<file path="src/rtl/sifd_regs.vh">
// register map, field positions and function codes of the input function decoder
// assumes byte addressing on a 32-bit classic wishbone bus
`ifndef SIFD_REGS_VH
`define SIFD_REGS_VH

// ******************************
// register byte offsets
// ******************************
`define SIFD_ADR_FUNC0      8'h00
`define SIFD_ADR_FUNC_LAST  8'h20
`define SIFD_ADR_CTRL       8'h24
`define SIFD_ADR_STATUS     8'h28
`define SIFD_ADR_DEVIATION  8'h2c
`define SIFD_ADR_INPUTS     8'h30

// ******************************
// sizes
// ******************************
`define SIFD_NUM_IN         9
`define SIFD_CFG_W          9
`define SIFD_CFG_RST        9'h000

// ******************************
// function number fields
// ******************************
`define SIFD_CODE_MSB       7
`define SIFD_INV_BIT        8

// ******************************
// control register fields
// ******************************
`define SIFD_CTRL_FMT_LSB   0
`define SIFD_CTRL_POS_BIT   2
`define SIFD_CTRL_SPD_BIT   3
`define SIFD_CTRL_ISPD_BIT  4
`define SIFD_CTRL_MIX_BIT   5
`define SIFD_CTRL_GAIN_BIT  6
`define SIFD_CTRL_W         7
`define SIFD_CTRL_RST       7'h00

// ******************************
// pulse formats
// ******************************
`define SIFD_FMT_SIGN_PULSE 2'h0
`define SIFD_FMT_CW_CCW     2'h1
`define SIFD_FMT_QUAD       2'h2

// ******************************
// function codes
// ******************************
`define SIFD_F_SERVO_ON     8'h01
`define SIFD_F_FWD_LIMIT    8'h02
`define SIFD_F_REV_LIMIT    8'h03
`define SIFD_F_ALARM_RST    8'h04
`define SIFD_F_P_ONLY       8'h05
`define SIFD_F_TLIM_SEL     8'h06
`define SIFD_F_SPD_DIR      8'h08
`define SIFD_F_PRESET_SPEED_SELECT_A        8'h09
`define SIFD_F_PRESET_SPEED_SELECT_B        8'h0a
`define SIFD_F_MODE_SEL     8'h0b
`define SIFD_F_ZERO_HOLD    8'h0c
`define SIFD_F_INHIBIT      8'h0d
`define SIFD_F_GAIN_SEL     8'h0e
`define SIFD_F_RATE_SEL     8'h10

`endif

</file>
<file path="src/rtl/input_sync.v">
// two-stage synchroniser for a group of asynchronous pins
// assumes pins are level signals slower than the clock
`timescale 1ns/100ps
`default_nettype none

module input_sync #(
   parameter W = 1
) (
   input  wire         clk_i,
   input  wire         rst_i,
   input  wire [W-1:0] async_i,
   output wire [W-1:0] sync_o
);

   reg [W-1:0] meta_ff;
   reg [W-1:0] sync_ff;

   // first stage feeds only the second stage
   always @(posedge clk_i) begin
      if (rst_i) begin
         meta_ff <= {W{1'b0}};
         sync_ff <= {W{1'b0}};
      end else begin
         meta_ff <= async_i;
         sync_ff <= meta_ff;
      end
   end

   assign sync_o = sync_ff;

endmodule

`default_nettype wire

</file>
<file path="src/rtl/pulse_decoder.v">
// command pulse pair decoder: sign+pulse, cw/ccw or quadrature
// assumes both lines are already synchronised to clk_i
`timescale 1ns/100ps
`default_nettype none
`include "sifd_regs.vh"

module pulse_decoder (
   input  wire       clk_i,
   input  wire       rst_i,
   input  wire [1:0] fmt_i,
   input  wire       line_a_i,
   input  wire       line_b_i,
   output reg        step_o,
   output reg        dir_o
);

   reg       a_ff;
   reg       b_ff;
   reg       nxt_step;
   reg       nxt_dir;

   always @* begin
      nxt_step = 1'b0;
      nxt_dir  = dir_o;
      case (fmt_i)
         `SIFD_FMT_SIGN_PULSE: begin
            nxt_step = line_a_i & ~a_ff;
            nxt_dir  = line_b_i;
         end
         `SIFD_FMT_CW_CCW: begin
            // both edges in one cycle cancel out
            if ((line_a_i & ~a_ff) ^ (line_b_i & ~b_ff)) begin
               nxt_step = 1'b1;
               nxt_dir  = line_a_i & ~a_ff;
            end
         end
         `SIFD_FMT_QUAD: begin
            // x4 decode; a double change is illegal and dropped
            if ((line_a_i ^ a_ff) ^ (line_b_i ^ b_ff)) begin
               nxt_step = 1'b1;
               nxt_dir  = a_ff ^ line_b_i;
            end
         end
         default: begin
            nxt_step = 1'b0;
         end
      endcase
   end

   always @(posedge clk_i) begin
      if (rst_i) begin
         a_ff   <= 1'b0;
         b_ff   <= 1'b0;
         step_o <= 1'b0;
         dir_o  <= 1'b0;
      end else begin
         a_ff   <= line_a_i;
         b_ff   <= line_b_i;
         step_o <= nxt_step;
         dir_o  <= nxt_dir;
      end
   end

endmodule

`default_nettype wire

</file>
<file path="src/rtl/servo_input_function_decoder.v">
// servo drive sequence-input function decoder with command pulse counting
// assumes a classic wishbone master on clk_i and asynchronous pins from outside
//
// The register offsets and the Wishbone register port are this design's own decisions.
`timescale 1ns/100ps
`default_nettype none
`include "sifd_regs.vh"

module servo_input_function_decoder (
   input  wire        clk_i,
   input  wire        rst_i,
   // ******************************
   // wishbone slave
   // ******************************
   input  wire [7:0]  adr_i,
   input  wire [31:0] dat_i,
   output reg  [31:0] dat_o,
   input  wire        we_i,
   input  wire [3:0]  sel_i,
   input  wire        cyc_i,
   input  wire        stb_i,
   output reg         ack_o,
   // ******************************
   // pins
   // ******************************
   input  wire [8:0]  seq_in_i,
   input  wire        command_pulse_i,
   input  wire        command_sign_i,
   input  wire        deviation_clear_i,
   input  wire        abs_data_request_i,
   // ******************************
   // decoded functions
   // ******************************
   output reg         servo_enable_o,
   output reg         forward_travel_limit_o,
   output reg         reverse_travel_limit_o,
   output reg         alarm_reset_input_o,
   output reg         proportional_only_select_o,
   output reg         torque_limit_select_o,
   output reg         preset_speed_direction_o,
   output reg  [1:0]  preset_speed_segment_o,
   output reg         mode_select_o,
   output reg         zero_position_hold_o,
   output reg         pulse_inhibit_o,
   output reg         gain_select_o,
   output reg         pulse_rate_select_o,
   output reg         command_step_o,
   output reg         command_dir_o,
   output reg  [31:0] position_deviation_o,
   output reg         abs_data_start_o
);

   // ******************************
   // helpers
   // ******************************
   localparam CFG_BITS = `SIFD_NUM_IN * `SIFD_CFG_W;

   // any input configured to code and currently asserted
   function func_hit;
      input [CFG_BITS-1:0]     cfg;
      input [`SIFD_NUM_IN-1:0] pins;
      input [7:0]              code;
      integer                  k;
      reg                      level;
      begin
         func_hit = 1'b0;
         for (k = 0; k < `SIFD_NUM_IN; k = k + 1) begin
            // limits are fail-safe: an open wire means stop
            level = pins[k] ^ cfg[k*`SIFD_CFG_W+`SIFD_INV_BIT]
                    ^ (code == `SIFD_F_FWD_LIMIT || code == `SIFD_F_REV_LIMIT);
            if (cfg[k*`SIFD_CFG_W +: 8] == code && level) begin
               func_hit = 1'b1;
            end
         end
      end
   endfunction

   function [31:0] zext9;
      input [8:0] v;
      begin
         zext9 = {23'h000000, v};
      end
   endfunction

   // ******************************
   // pin synchronisers
   // ******************************
   wire [12:0] pins_sync;

   input_sync #(
      .W (13)
   ) u_sync (
      .clk_i   (clk_i),
      .rst_i   (rst_i),
      .async_i ({abs_data_request_i, deviation_clear_i, command_sign_i, command_pulse_i, seq_in_i}),
      .sync_o  (pins_sync)
   );

   wire [8:0] seq_s      = pins_sync[8:0];
   wire       clr_s      = pins_sync[11];
   wire       abs_req_s  = pins_sync[12];

   // ******************************
   // registers
   // ******************************
   reg [CFG_BITS-1:0]     cfg_ff;
   reg [`SIFD_CTRL_W-1:0] ctrl_ff;
   reg                    abs_req_ff;

   wire [1:0] fmt      = ctrl_ff[`SIFD_CTRL_FMT_LSB +: 2];
   wire       pos_mode = ctrl_ff[`SIFD_CTRL_POS_BIT];
   wire       spd_mode = ctrl_ff[`SIFD_CTRL_SPD_BIT];
   wire       ispd     = ctrl_ff[`SIFD_CTRL_ISPD_BIT];
   wire       mixed    = ctrl_ff[`SIFD_CTRL_MIX_BIT];
   wire       man_gain = ctrl_ff[`SIFD_CTRL_GAIN_BIT];

   wire       req     = cyc_i & stb_i & ~ack_o;
   wire       cfg_sel = (adr_i[1:0] == 2'h0) && (adr_i <= `SIFD_ADR_FUNC_LAST);
   wire [3:0] cfg_idx = adr_i[5:2];

   // ******************************
   // pulse decoding
   // ******************************
   wire dec_step;
   wire dec_dir;

   pulse_decoder u_pulse (
      .clk_i    (clk_i),
      .rst_i    (rst_i),
      .fmt_i    (fmt),
      .line_a_i (pins_sync[9]),
      .line_b_i (pins_sync[10]),
      .step_o   (dec_step),
      .dir_o    (dec_dir)
   );

   // ******************************
   // function decode
   // ******************************
   reg nxt_servo_enable;
   reg nxt_fwd_limit;
   reg nxt_rev_limit;
   reg nxt_alarm_reset;
   reg nxt_p_only;
   reg nxt_tlim_sel;
   reg nxt_spd_dir;
   reg nxt_preset_speed_select_a;
   reg nxt_preset_speed_select_b;
   reg nxt_mode_sel;
   reg nxt_zero_hold;
   reg nxt_inhibit;
   reg nxt_gain_sel;
   reg nxt_rate_sel;

   // mode gates keep a function quiet outside the modes that use it
   always @* begin
      nxt_servo_enable = func_hit(cfg_ff, seq_s, `SIFD_F_SERVO_ON);
      nxt_fwd_limit    = func_hit(cfg_ff, seq_s, `SIFD_F_FWD_LIMIT);
      nxt_rev_limit    = func_hit(cfg_ff, seq_s, `SIFD_F_REV_LIMIT);
      nxt_alarm_reset  = func_hit(cfg_ff, seq_s, `SIFD_F_ALARM_RST);
      nxt_p_only       = func_hit(cfg_ff, seq_s, `SIFD_F_P_ONLY);
      nxt_tlim_sel     = func_hit(cfg_ff, seq_s, `SIFD_F_TLIM_SEL);
      nxt_spd_dir      = ispd & func_hit(cfg_ff, seq_s, `SIFD_F_SPD_DIR);
      nxt_preset_speed_select_a        = ispd & func_hit(cfg_ff, seq_s, `SIFD_F_PRESET_SPEED_SELECT_A);
      nxt_preset_speed_select_b        = ispd & func_hit(cfg_ff, seq_s, `SIFD_F_PRESET_SPEED_SELECT_B);
      nxt_mode_sel     = mixed & func_hit(cfg_ff, seq_s, `SIFD_F_MODE_SEL);
      nxt_zero_hold    = spd_mode & func_hit(cfg_ff, seq_s, `SIFD_F_ZERO_HOLD);
      nxt_inhibit      = pos_mode & func_hit(cfg_ff, seq_s, `SIFD_F_INHIBIT);
      nxt_gain_sel     = man_gain & func_hit(cfg_ff, seq_s, `SIFD_F_GAIN_SEL);
      nxt_rate_sel     = pos_mode & func_hit(cfg_ff, seq_s, `SIFD_F_RATE_SEL);
   end

   always @(posedge clk_i) begin
      if (rst_i) begin
         servo_enable_o             <= 1'b0;
         forward_travel_limit_o     <= 1'b0;
         reverse_travel_limit_o     <= 1'b0;
         alarm_reset_input_o        <= 1'b0;
         proportional_only_select_o <= 1'b0;
         torque_limit_select_o      <= 1'b0;
         preset_speed_direction_o   <= 1'b0;
         preset_speed_segment_o     <= 2'h0;
         mode_select_o              <= 1'b0;
         zero_position_hold_o       <= 1'b0;
         pulse_inhibit_o            <= 1'b0;
         gain_select_o              <= 1'b0;
         pulse_rate_select_o        <= 1'b0;
      end else begin
         servo_enable_o             <= nxt_servo_enable;
         forward_travel_limit_o     <= nxt_fwd_limit;
         reverse_travel_limit_o     <= nxt_rev_limit;
         alarm_reset_input_o        <= nxt_alarm_reset;
         proportional_only_select_o <= nxt_p_only;
         torque_limit_select_o      <= nxt_tlim_sel;
         preset_speed_direction_o   <= nxt_spd_dir;
         preset_speed_segment_o     <= {nxt_preset_speed_select_b, nxt_preset_speed_select_a};
         mode_select_o              <= nxt_mode_sel;
         zero_position_hold_o       <= nxt_zero_hold;
         pulse_inhibit_o            <= nxt_inhibit;
         gain_select_o              <= nxt_gain_sel;
         pulse_rate_select_o        <= nxt_rate_sel;
      end
   end

   // ******************************
   // position deviation
   // ******************************
   reg [31:0] nxt_deviation;

   // a clear wins over a step that lands in the same cycle
   // wraps silently at 32 bits; the deviation clear pin must reset it in time, as the bus cannot write it
   always @* begin
      nxt_deviation = position_deviation_o;
      if (pos_mode && clr_s) begin
         nxt_deviation = 32'h00000000;
      end else if (command_step_o && command_dir_o) begin
         nxt_deviation = position_deviation_o + 32'h00000001;
      end else if (command_step_o) begin
         nxt_deviation = position_deviation_o - 32'h00000001;
      end
   end

   always @(posedge clk_i) begin
      if (rst_i) begin
         command_step_o       <= 1'b0;
         command_dir_o        <= 1'b0;
         position_deviation_o <= 32'h00000000;
      end else begin
         // inhibited steps are dropped, not delayed
         command_step_o       <= dec_step & pos_mode & ~nxt_inhibit;
         command_dir_o        <= dec_dir;
         position_deviation_o <= nxt_deviation;
      end
   end

   // ******************************
   // absolute data request
   // ******************************
   // a held request starts the data output only once
   always @(posedge clk_i) begin
      if (rst_i) begin
         abs_req_ff       <= 1'b0;
         abs_data_start_o <= 1'b0;
      end else begin
         abs_req_ff       <= abs_req_s;
         abs_data_start_o <= abs_req_s & ~abs_req_ff;
      end
   end

   // ******************************
   // status and read data
   // ******************************
   wire [13:0] status_bits = {pulse_rate_select_o,
                              gain_select_o,
                              pulse_inhibit_o,
                              zero_position_hold_o,
                              mode_select_o,
                              preset_speed_segment_o,
                              preset_speed_direction_o,
                              torque_limit_select_o,
                              proportional_only_select_o,
                              alarm_reset_input_o,
                              reverse_travel_limit_o,
                              forward_travel_limit_o,
                              servo_enable_o};
   reg  [31:0] nxt_rdata;

   // unmapped words read as zero, so software can probe the map safely
   always @* begin
      nxt_rdata = 32'h00000000;
      if (cfg_sel) begin
         nxt_rdata = zext9(cfg_ff[cfg_idx*`SIFD_CFG_W +: `SIFD_CFG_W]);
      end else begin
         case (adr_i)
            `SIFD_ADR_CTRL: begin
               nxt_rdata = {25'h0000000, ctrl_ff};
            end
            `SIFD_ADR_STATUS: begin
               nxt_rdata = {18'h00000, status_bits};
            end
            `SIFD_ADR_DEVIATION: begin
               nxt_rdata = position_deviation_o;
            end
            `SIFD_ADR_INPUTS: begin
               nxt_rdata = {19'h00000, pins_sync};
            end
            default: begin
               nxt_rdata = 32'h00000000;
            end
         endcase
      end
   end

   // ******************************
   // wishbone slave
   // ******************************
   integer i;

   always @(posedge clk_i) begin
      if (rst_i) begin
         ack_o   <= 1'b0;
         dat_o   <= 32'h00000000;
         ctrl_ff <= `SIFD_CTRL_RST;
         for (i = 0; i < `SIFD_NUM_IN; i = i + 1) begin
            cfg_ff[i*`SIFD_CFG_W +: `SIFD_CFG_W] <= `SIFD_CFG_RST;
         end
      end else begin
         ack_o <= req;
         dat_o <= 32'h00000000;
         if (req && we_i) begin
            if (cfg_sel) begin
               if (sel_i[0]) begin
                  cfg_ff[cfg_idx*`SIFD_CFG_W +: 8] <= dat_i[7:0];
               end
               if (sel_i[1]) begin
                  cfg_ff[cfg_idx*`SIFD_CFG_W+`SIFD_INV_BIT] <= dat_i[8];
               end
            end else if (adr_i == `SIFD_ADR_CTRL && sel_i[0]) begin
               ctrl_ff <= dat_i[`SIFD_CTRL_W-1:0];
            end
         end else if (req) begin
            dat_o <= nxt_rdata;
         end
      end
   end

endmodule

`default_nettype wire

</file>
<file path="config.mk">
export PLATFORM = sky130hd
export DESIGN_NAME = servo_input_function_decoder
export DESIGN_NICKNAME = d
export VERILOG_FILES = /design/src/rtl/input_sync.v /design/src/rtl/pulse_decoder.v /design/src/rtl/servo_input_function_decoder.v
export VERILOG_INCLUDE_DIRS = /design/src /design/src/rtl
export SDC_FILE = /design/constraint.sdc
export NUM_CORES = 1
export LEC_CHECK = 0
export BUFFER_PORTS_ARGS = -buffer_cell sky130_fd_sc_hd__buf_4
export CAP_MARGIN = 20
export CELL_PAD_IN_SITES_DETAIL_PLACEMENT = 0
export CELL_PAD_IN_SITES_GLOBAL_PLACEMENT = 1
export CORE_MARGIN = 3
export CORE_UTILIZATION = 48
export DETAILED_ROUTE_END_ITERATION = 8
export PLACE_DENSITY = 0.92
export SYNTH_ARGS = -nofsm -noshare
export SYNTH_HDL_FRONTEND = slang
export SYNTH_SLANG_ARGS = --single-unit
</file>
<file path="constraint.sdc">
create_clock -name clk_i -period 8 [get_ports clk_i]
set_clock_uncertainty 0.2 [all_clocks]
set_input_delay 2 -clock clk_i [delete_from_list [all_inputs] [get_ports clk_i]]
set_output_delay 2 -clock clk_i [all_outputs]
set_load 0.05 [all_outputs]
</file>
== After elaboration in Yosys (flattened, before gate mapping) ==
Index checks and enable logic that the tools add are counted.

* Register bits: 201
* Input bits: 62
* Output and inout port bits: 82
* Logic and storage cells: 506

* Add/sub/neg operators: 4
* Multiply operators: 1
* Order comparisons: 3
* Eq/ne operators: 134
* Shift-type cells: 3
* Mux-type cells: 145
* Bitwise logic cells: 45
* Reductions and logical operators: 142

{| class="wikitable"
|+ Operators with widths
! cell !! count
|-
| $eq A8 B4 Y1 const B || 63
|-
| $mux W81 || 5
|-
| $eq A8 B3 Y1 const B || 27
|-
| $bwmux W81 || 2
|-
| $eq A8 B2 Y1 const B || 18
|-
| $logic_and A1 B1 Y1 || 132
|-
| $mux W1 || 131
|-
| $pmux W32 S4 || 1
|-
| $shift A8 B34 Y81 const A || 1
|-
| $shiftx A8 B34 Y81 || 1
|-
| $shiftx A81 B9 Y9 || 1
|-
| $eq A8 B1 Y1 const B || 9
|-
| $eq A8 B5 Y1 const B || 9
|-
| $mux W32 || 2
|-
| $neg A8 Y34 || 1
|-
| $add A32 B1 Y32 const B || 1
|-
| $eq A8 B6 Y1 const B || 4
|-
| $sub A32 B1 Y32 const B || 1
|-
| $not A1 Y1 || 16
|-
| $and A1 B1 Y1 || 15
|-
| $xor A1 B1 Y1 || 14
|-
| $add A8 B4 Y9 const B || 1
|-
| $ge A9 B1 Y1 const B || 1
|-
| $lt A9 B8 Y1 const B || 1
|-
| other kinds (16) || 20
|}

== Depth between registers and ports, before layout ==
* Depth after elaboration: 14
* Mapped depth: 13
* Mapped depth without buffers: 11

== Modules after synthesis ==
From an unflattened synthesis, not the netlist that was laid out.

* Cell total of the unflattened synthesis: 1577
* Area, all modules: 12580.8 um^2

{| class="wikitable"
|+ By module, submodules not included
! module !! times used !! cells each !! area an instance (um^2) !! sequential area each (um^2)
|-
| servo_input_function_decoder || 1 || 1489 || 11559.8 || 3423.3
|-
| input_sync || 1 || 54 || 700.7 || 520.5
|-
| pulse_decoder || 1 || 34 || 320.3 || 80.1
|}

== Worst setup path after synthesis ==
No wires, ideal clock.

* Kind: input port to flip-flop
* From: input port adr_i[3]
* To: register cfg_ff[70]
* Setup time: 0.065 ns
* Arrival: 4.701 ns
* Required time: 7.735 ns
* Path slack: 3.034 ns
* Stages on the path: 11
* Buffers on the path: 2
* Cell sequence: clkbuf_1 -> inv_1 -> ha_1 -> ha_1 -> ha_1 -> nor4_1 -> clkbuf_1 -> a222oi_1 -> a311oi_1 -> a21oi_1 -> nor2_1

* Word-level cells in the longest chain between the ends: 10
* Elaborated cells on any way between the ends: 20
* Those cells by class: 2 x add/sub; 1 x mul; 3 x order compare; 2 x shift; 9 x mux; 3 x reduce/logical

{| class="wikitable"
|+ RTL lines
! element !! line !! RTL
|-
| start: declaration || servo_input_function_decoder.v:15 || <nowiki>input wire [7:0] adr_i,</nowiki>
|-
| parallel branches: the longest is 10 deep, another holds $add A8 B4 Y9 || n/a ||
|-
| end signal: indexed assignment || servo_input_function_decoder.v:305 || <nowiki>cfg_ff[i*`SIFD_CFG_W +: `SIFD_CFG_W] <= `SIFD_CFG_RST;</nowiki>
|-
| end signal: indexed assignment || servo_input_function_decoder.v:313 || <nowiki>cfg_ff[cfg_idx*`SIFD_CFG_W +: 8] <= dat_i[7:0];</nowiki>
|-
| end signal: indexed assignment || servo_input_function_decoder.v:316 || <nowiki>cfg_ff[cfg_idx*`SIFD_CFG_W+`SIFD_INV_BIT] <= dat_i[8];</nowiki>
|-
| end: declaration || servo_input_function_decoder.v:106 || <nowiki>reg [CFG_BITS-1:0] cfg_ff;</nowiki>
|}

Parallel ways; which one is timed is not known. The select of a mux whose other input is x is not followed.
A chain may end at the register's enable or synchronous reset.

== Worst setup path after layout ==
* From: input port adr_i[2]
* To: register cfg_ff[33]

Same word-level chain as after synthesis.

==> metrics.md <==
| Metric | Value |
|---|---|
| Outcome | `finished, final reports clean` |
| Worst Hold Margin | `0.1875 ns` |
| Static power due to leakage | `5.586 nW` |
| Met2 Use GR | `0.4655` |
| Area share of the largest cell type after synthesis | `0.3170` |
| Biggest fanout along the worst timing path | `33` |
| Most instantiated cells after synthesis | `sky130_fd_sc_hd__dfxtp_1, sky130_fd_sc_hd__nor2_1, sky130_fd_sc_hd__a21oi_1, sky130_fd_sc_hd__nand2_1, sky130_fd_sc_hd__clkbuf_1` |
| Number of instances in the synthesized netlist | `about 1600` |
| Setup slack on the worst flop-to-flop path | `between 4 and 5 ns` |
| Synth area leaders | `sky130_fd_sc_hd__dfxtp_1, sky130_fd_sc_hd__nor2_1, sky130_fd_sc_hd__a21oi_1` |
| GRT Max-Usage Layer | `met1` |
| CTS root buf | `sky130_fd_sc_hd__clkbuf_16` |
| Ordered cell list for the critical path | `buf_4 > inv_1 > ha_1 > ha_1 > ha_1 > xnor2_1 > nand2b_1 > nor2_1 > a222oi_1 > a311oi_1 > a21oi_1 > nor2_1` |
| Final routed wire length divided by cell count | `24.63 um` |
| Required time of the critical path | `roughly 8.3 ns` |
| Setup repair after global routing missed its margin | `false` |
| Share of post-route cells with drive strength above 1 | `0.1363` |
| Post-synthesis sequential area ratio | `0.3170` |
| Compound-gate portion of the synthesized area | `0.2562` |
| Maximum number of pins on one net before global-route repair | `84` |
| Actual slew at the worst max-slew pin | `around 1.2 ns` |
| Clock tree from TritonCTS | `done` |
| Dpl cells | `approximately 1900` |
| Final sum of negative setup slack | `0 ns` |
| Floorplan die area | `0.02843 sq mm` |
| Remaining antenna violation count after routing | `0` |
| Category of cells accounting for the largest share of critical-path delay | `simple AND/OR/NAND/NOR gates` |
| Sum of buffers and inverters on the critical path | `2` |
| Number of buffers added by the clock tree synthesis step | `23` |
| Final critical-path required period | `5.628 ns` |
| Number of I/O port buffers | `118` |
| Chip Width | `between 150 and 200 um` |
| Origin of the worst setup path | `adr_i[2]` |
| Number of diodes added for antenna fixing | `0` |
| Pre-antenna DRT Iters | `9` |
| Cts repair resizes | `0` |
| Setup ws final | `~2.4 ns` |
| Initial antenna violation count | `0` |
| Maximum VDD drop | `approximately 0.16 mV` |
| Netlist area before placement | `between 0.01 and 0.015 sq mm` |
| DRC violation total after the first TritonRoute iteration | `about 2400` |
| Post-placement setup slack | `1.898 ns` |
| Number of distinct library cells after synthesis | `78` |
| Type of element capturing the critical path | `register` |
| Library cell with the highest instance count after synthesis | `sky130_fd_sc_hd__dfxtp_1` |
| Fraction of the mapped netlist area in adder cells | `0.04692` |
| Met1 layer usage reported by global route | `0.4743` |
| Final worst path period share | `0.7035` |
| Via-per-instance ratio | `6.846` |
| Arrival @ worst endpoint | `5.90 ns` |
| Kind of path behind the tightest hold check | `register to register` |
| DRC violations left | `0` |
| Most common flop cell mapped by yosys | `sky130_fd_sc_hd__dfxtp_1` |
| R2R Path Start | `command_step_o$_SDFF_PP0_` |
| Starting utilization of the core area | `0.4955` |
| Clock slew at reported path FFs | `around 0.07 ns` |
| Post-Synth XOR/XNOR Area | `0.02553` |
| Number of global-route vias before repair | `11960` |
| Final Slew Violations | `0` |
| Pwr/cell area | `161.1 mW/mm^2` |
| Max transition margin | `0.2153` |
| Net count after synthesis | `approximately 1700` |
| Post-CTS repair timing setup buffer count | `0` |
| RR Endpoint | `position_deviation_o[29]$_SDFFE_PP0P_` |
| Startpoint Class | `input pin` |
| Global routing met3 resource utilization | `0.07426` |
| Async SR Flop Fraction | `0` |
| Syn_area_per_cell | `8.116 sq um` |
| Largest stage delay on the critical path | `0.89 ns` |
| Library cell contributing the largest single delay on the critical path | `sky130_fd_sc_hd__nor2_1` |
| Critical path depth | `12` |
| Crit Path Category | `input pin to register` |
| Number of failing setup endpoints in the final timing report | `0` |
| Multiplexer share of the synthesized area | `0.06801` |
| Final Non-Filler Cells | `1952` |
| Final weighted congestion in routability-driven placement | `between 1 and 1.5` |
| Count of state elements after synthesis | `201` |
| Overall Global Routing Usage | `0.3228` |
| Synth warnings | `0` |
| FP Rows | `58` |
| Vias after detailed routing | `13360` |
| Overall die height | `168.6 um` |
| Placeable Area | `0.02562 sq mm` |
| NumNets Final | `1715` |
| Total congestion overflow after global routing | `0` |
| Level count of the clock H-tree | `1` |
| Maximum operating frequency | `roughly 0.18 GHz` |
| Total of hold buffers inserted after clock tree synthesis | `0` |
| Worst Reg2Reg Path Length in Cells | `11` |
| # IOs | `around 140` |
| Dominant cell type by area after synthesis | `sky130_fd_sc_hd__dfxtp_1` |
| Clk sink count | `201` |
| Final Core Density | `0.5671` |
| Simple-gate portion of the synthesized area | `0.2406` |
| Combinational family with the most area after synthesis | `compound AO/OA/AOI/OAI gates` |
| Total Wirelength | `48080 um` |
| End of the critical path | `cfg_ff[33]$_SDFFE_PP0P_` |
| Final hold viol count | `0` |
| # Max-Cap Violations | `0` |
| Hpwl dp | `35110 um` |
| Crit path top cell by count | `sky130_fd_sc_hd__ha_1` |
| Number of synthesized flops with an enable pin | `0` |
| Worst-skew pair later-pin latency | `roughly 0.54 ns` |
| Wire length of the first global-routing pass | `between 70000 and 80000 um` |
| Synthesis-to-finish area growth | `14.45%` |
| CTS Buffer Depth | `3` |
-- cell usage in the layout (no fill, tap or decap), types with 8 or more instances in the layout --
| cell | netlist | layout |
|---|---|---|
| sky130_fd_sc_hd__o211ai_1 | 13 | 13 |
| sky130_fd_sc_hd__nor3b_1 | 8 | 8 |
| sky130_fd_sc_hd__o22ai_1 | 28 | 28 |
| sky130_fd_sc_hd__xnor2_1 | 19 | 19 |
| sky130_fd_sc_hd__a211oi_1 | 14 | 14 |
| sky130_fd_sc_hd__nand3_1 | 46 | 46 |
| sky130_fd_sc_hd__nor2b_1 | 47 | 47 |
| sky130_fd_sc_hd__and2_1 | 25 | 25 |
| sky130_fd_sc_hd__nand2b_1 | 15 | 15 |
| sky130_fd_sc_hd__dfxtp_1 | 201 | 201 |
| sky130_fd_sc_hd__a221oi_1 | 16 | 16 |
| sky130_fd_sc_hd__or3_1 | 16 | 16 |
| sky130_fd_sc_hd__mux4_2 | 10 | 10 |
| sky130_fd_sc_hd__nand3b_1 | 28 | 28 |
| sky130_fd_sc_hd__nor2_1 | 190 | 189 |
| sky130_fd_sc_hd__nor4b_1 | 8 | 8 |
| sky130_fd_sc_hd__a222oi_1 | 61 | 61 |
| sky130_fd_sc_hd__a21o_1 | 15 | 15 |
| sky130_fd_sc_hd__xor2_1 | 18 | 18 |
| sky130_fd_sc_hd__inv_1 | 24 | 24 |
| sky130_fd_sc_hd__a31oi_1 | 19 | 19 |
| sky130_fd_sc_hd__o21ai_0 | 34 | 34 |
| sky130_fd_sc_hd__nand2_1 | 113 | 113 |
| sky130_fd_sc_hd__a21oi_1 | 130 | 130 |
| sky130_fd_sc_hd__nand4_1 | 14 | 14 |
| sky130_fd_sc_hd__buf_4 | 1 | 136 |
| sky130_fd_sc_hd__o21a_1 | 8 | 8 |
| sky130_fd_sc_hd__nor3_1 | 52 | 50 |
| sky130_fd_sc_hd__ha_1 | 46 | 46 |
| sky130_fd_sc_hd__mux2i_1 | 57 | 57 |
| sky130_fd_sc_hd__nor4_1 | 19 | 18 |
| sky130_fd_sc_hd__clkbuf_16 | 0 | 23 |
| sky130_fd_sc_hd__a311oi_1 | 51 | 51 |
-- final cells by class --
cell class / count / area (sq um)
Clock buffer: 30 / 651.9
Clock inverter: 11 / 172.7
Fill cell: 2394 / 11090
Inverter: 24 / 90.09
Multi-Input combinational cell: 1216 / 8110
Sequential cell: 201 / 4024
Tap cell: 330 / 412.9
Timing Repair Buffer: 140 / 1066
-- logic make-up after synthesis --
logic type	Yosys count
buffers and inverters	147
DFF	201
AOI/OAI and AO/OA	450
muxes	73
xor gates and xnor gates	37
and+or+nand+nor	609
adders and majority gates	47
-- layer usage --
layer	part of all wire	up-vias	routed length, um
met5	0	-	0
met4	0.042	0	2023
met3	0.13	140	6488
met2	0.41	966	19670
met1	0.41	6231	19900
li1	-	6026	-
-- worst register-to-register path, stage by stage, from the launching register on --
cell and delay (ns):
sky130_fd_sc_hd__dfxtp_1 0.32, sky130_fd_sc_hd__buf_4 0.40, sky130_fd_sc_hd__nand2_1 0.11, sky130_fd_sc_hd__buf_4 0.28, sky130_fd_sc_hd__ha_1 0.51, sky130_fd_sc_hd__nand2_1 0.14
sky130_fd_sc_hd__o21ai_0 0.32, sky130_fd_sc_hd__nor3_1 0.11, sky130_fd_sc_hd__a211oi_1 0.58, sky130_fd_sc_hd__nor4b_1 0.47, sky130_fd_sc_hd__o21ai_0 0.17, sky130_fd_sc_hd__a32o_1 0.27
-- stage by stage --
stage / area (sq um) / power, mW
after floorplan: 12690 / 1.135
after global placement: 13650 / 1.193
after detailed placement: 13670 / 1.196
after CTS: 14500 / 2.342
after global routing: 14530 / 2.395
final: 14530 / 2.340
-- worst min path at each step --
| stage | slack, ns | start | depth (start not counted) | endpoint |
|---|---|---|---|---|
| final | 0.19 | abs_req_ff$_SDFF_PP0_ | 1 | abs_data_start_o$_SDFF_PP0_ |
| after global routing | 0.21 | abs_req_ff$_SDFF_PP0_ | 1 | abs_data_start_o$_SDFF_PP0_ |
| after CTS | 0.19 | abs_req_ff$_SDFF_PP0_ | 1 | abs_data_start_o$_SDFF_PP0_ |
| after detailed placement | 0.19 | abs_req_ff$_SDFF_PP0_ | 1 | abs_data_start_o$_SDFF_PP0_ |
| after global placement | 0.17 | abs_req_ff$_SDFF_PP0_ | 1 | abs_data_start_o$_SDFF_PP0_ |
| after floorplan | 0.17 | abs_req_ff$_SDFF_PP0_ | 1 | abs_data_start_o$_SDFF_PP0_ |
-- where the power goes --
group	leakage (nW)	total, mW	internal (mW)	switching [mW]
clock network	0.391	1.16	0.704	0.453
registers	1.62	1.01	1.01	0.00584
logic	3.57	0.170	0.0485	0.121
total	5.59	2.34	1.76	0.580
-- flip-flops by register name (all words and copies together), names as in the netlist, 2 cells and up --
register,count
cfg_ff,81
dat_o,32
position_deviation_o,32
u_sync.meta_ff,13
u_sync.sync_o,13
ctrl_ff,7
preset_speed_segment_o,2
Note: power is estimated with default switching activity, not from simulation.
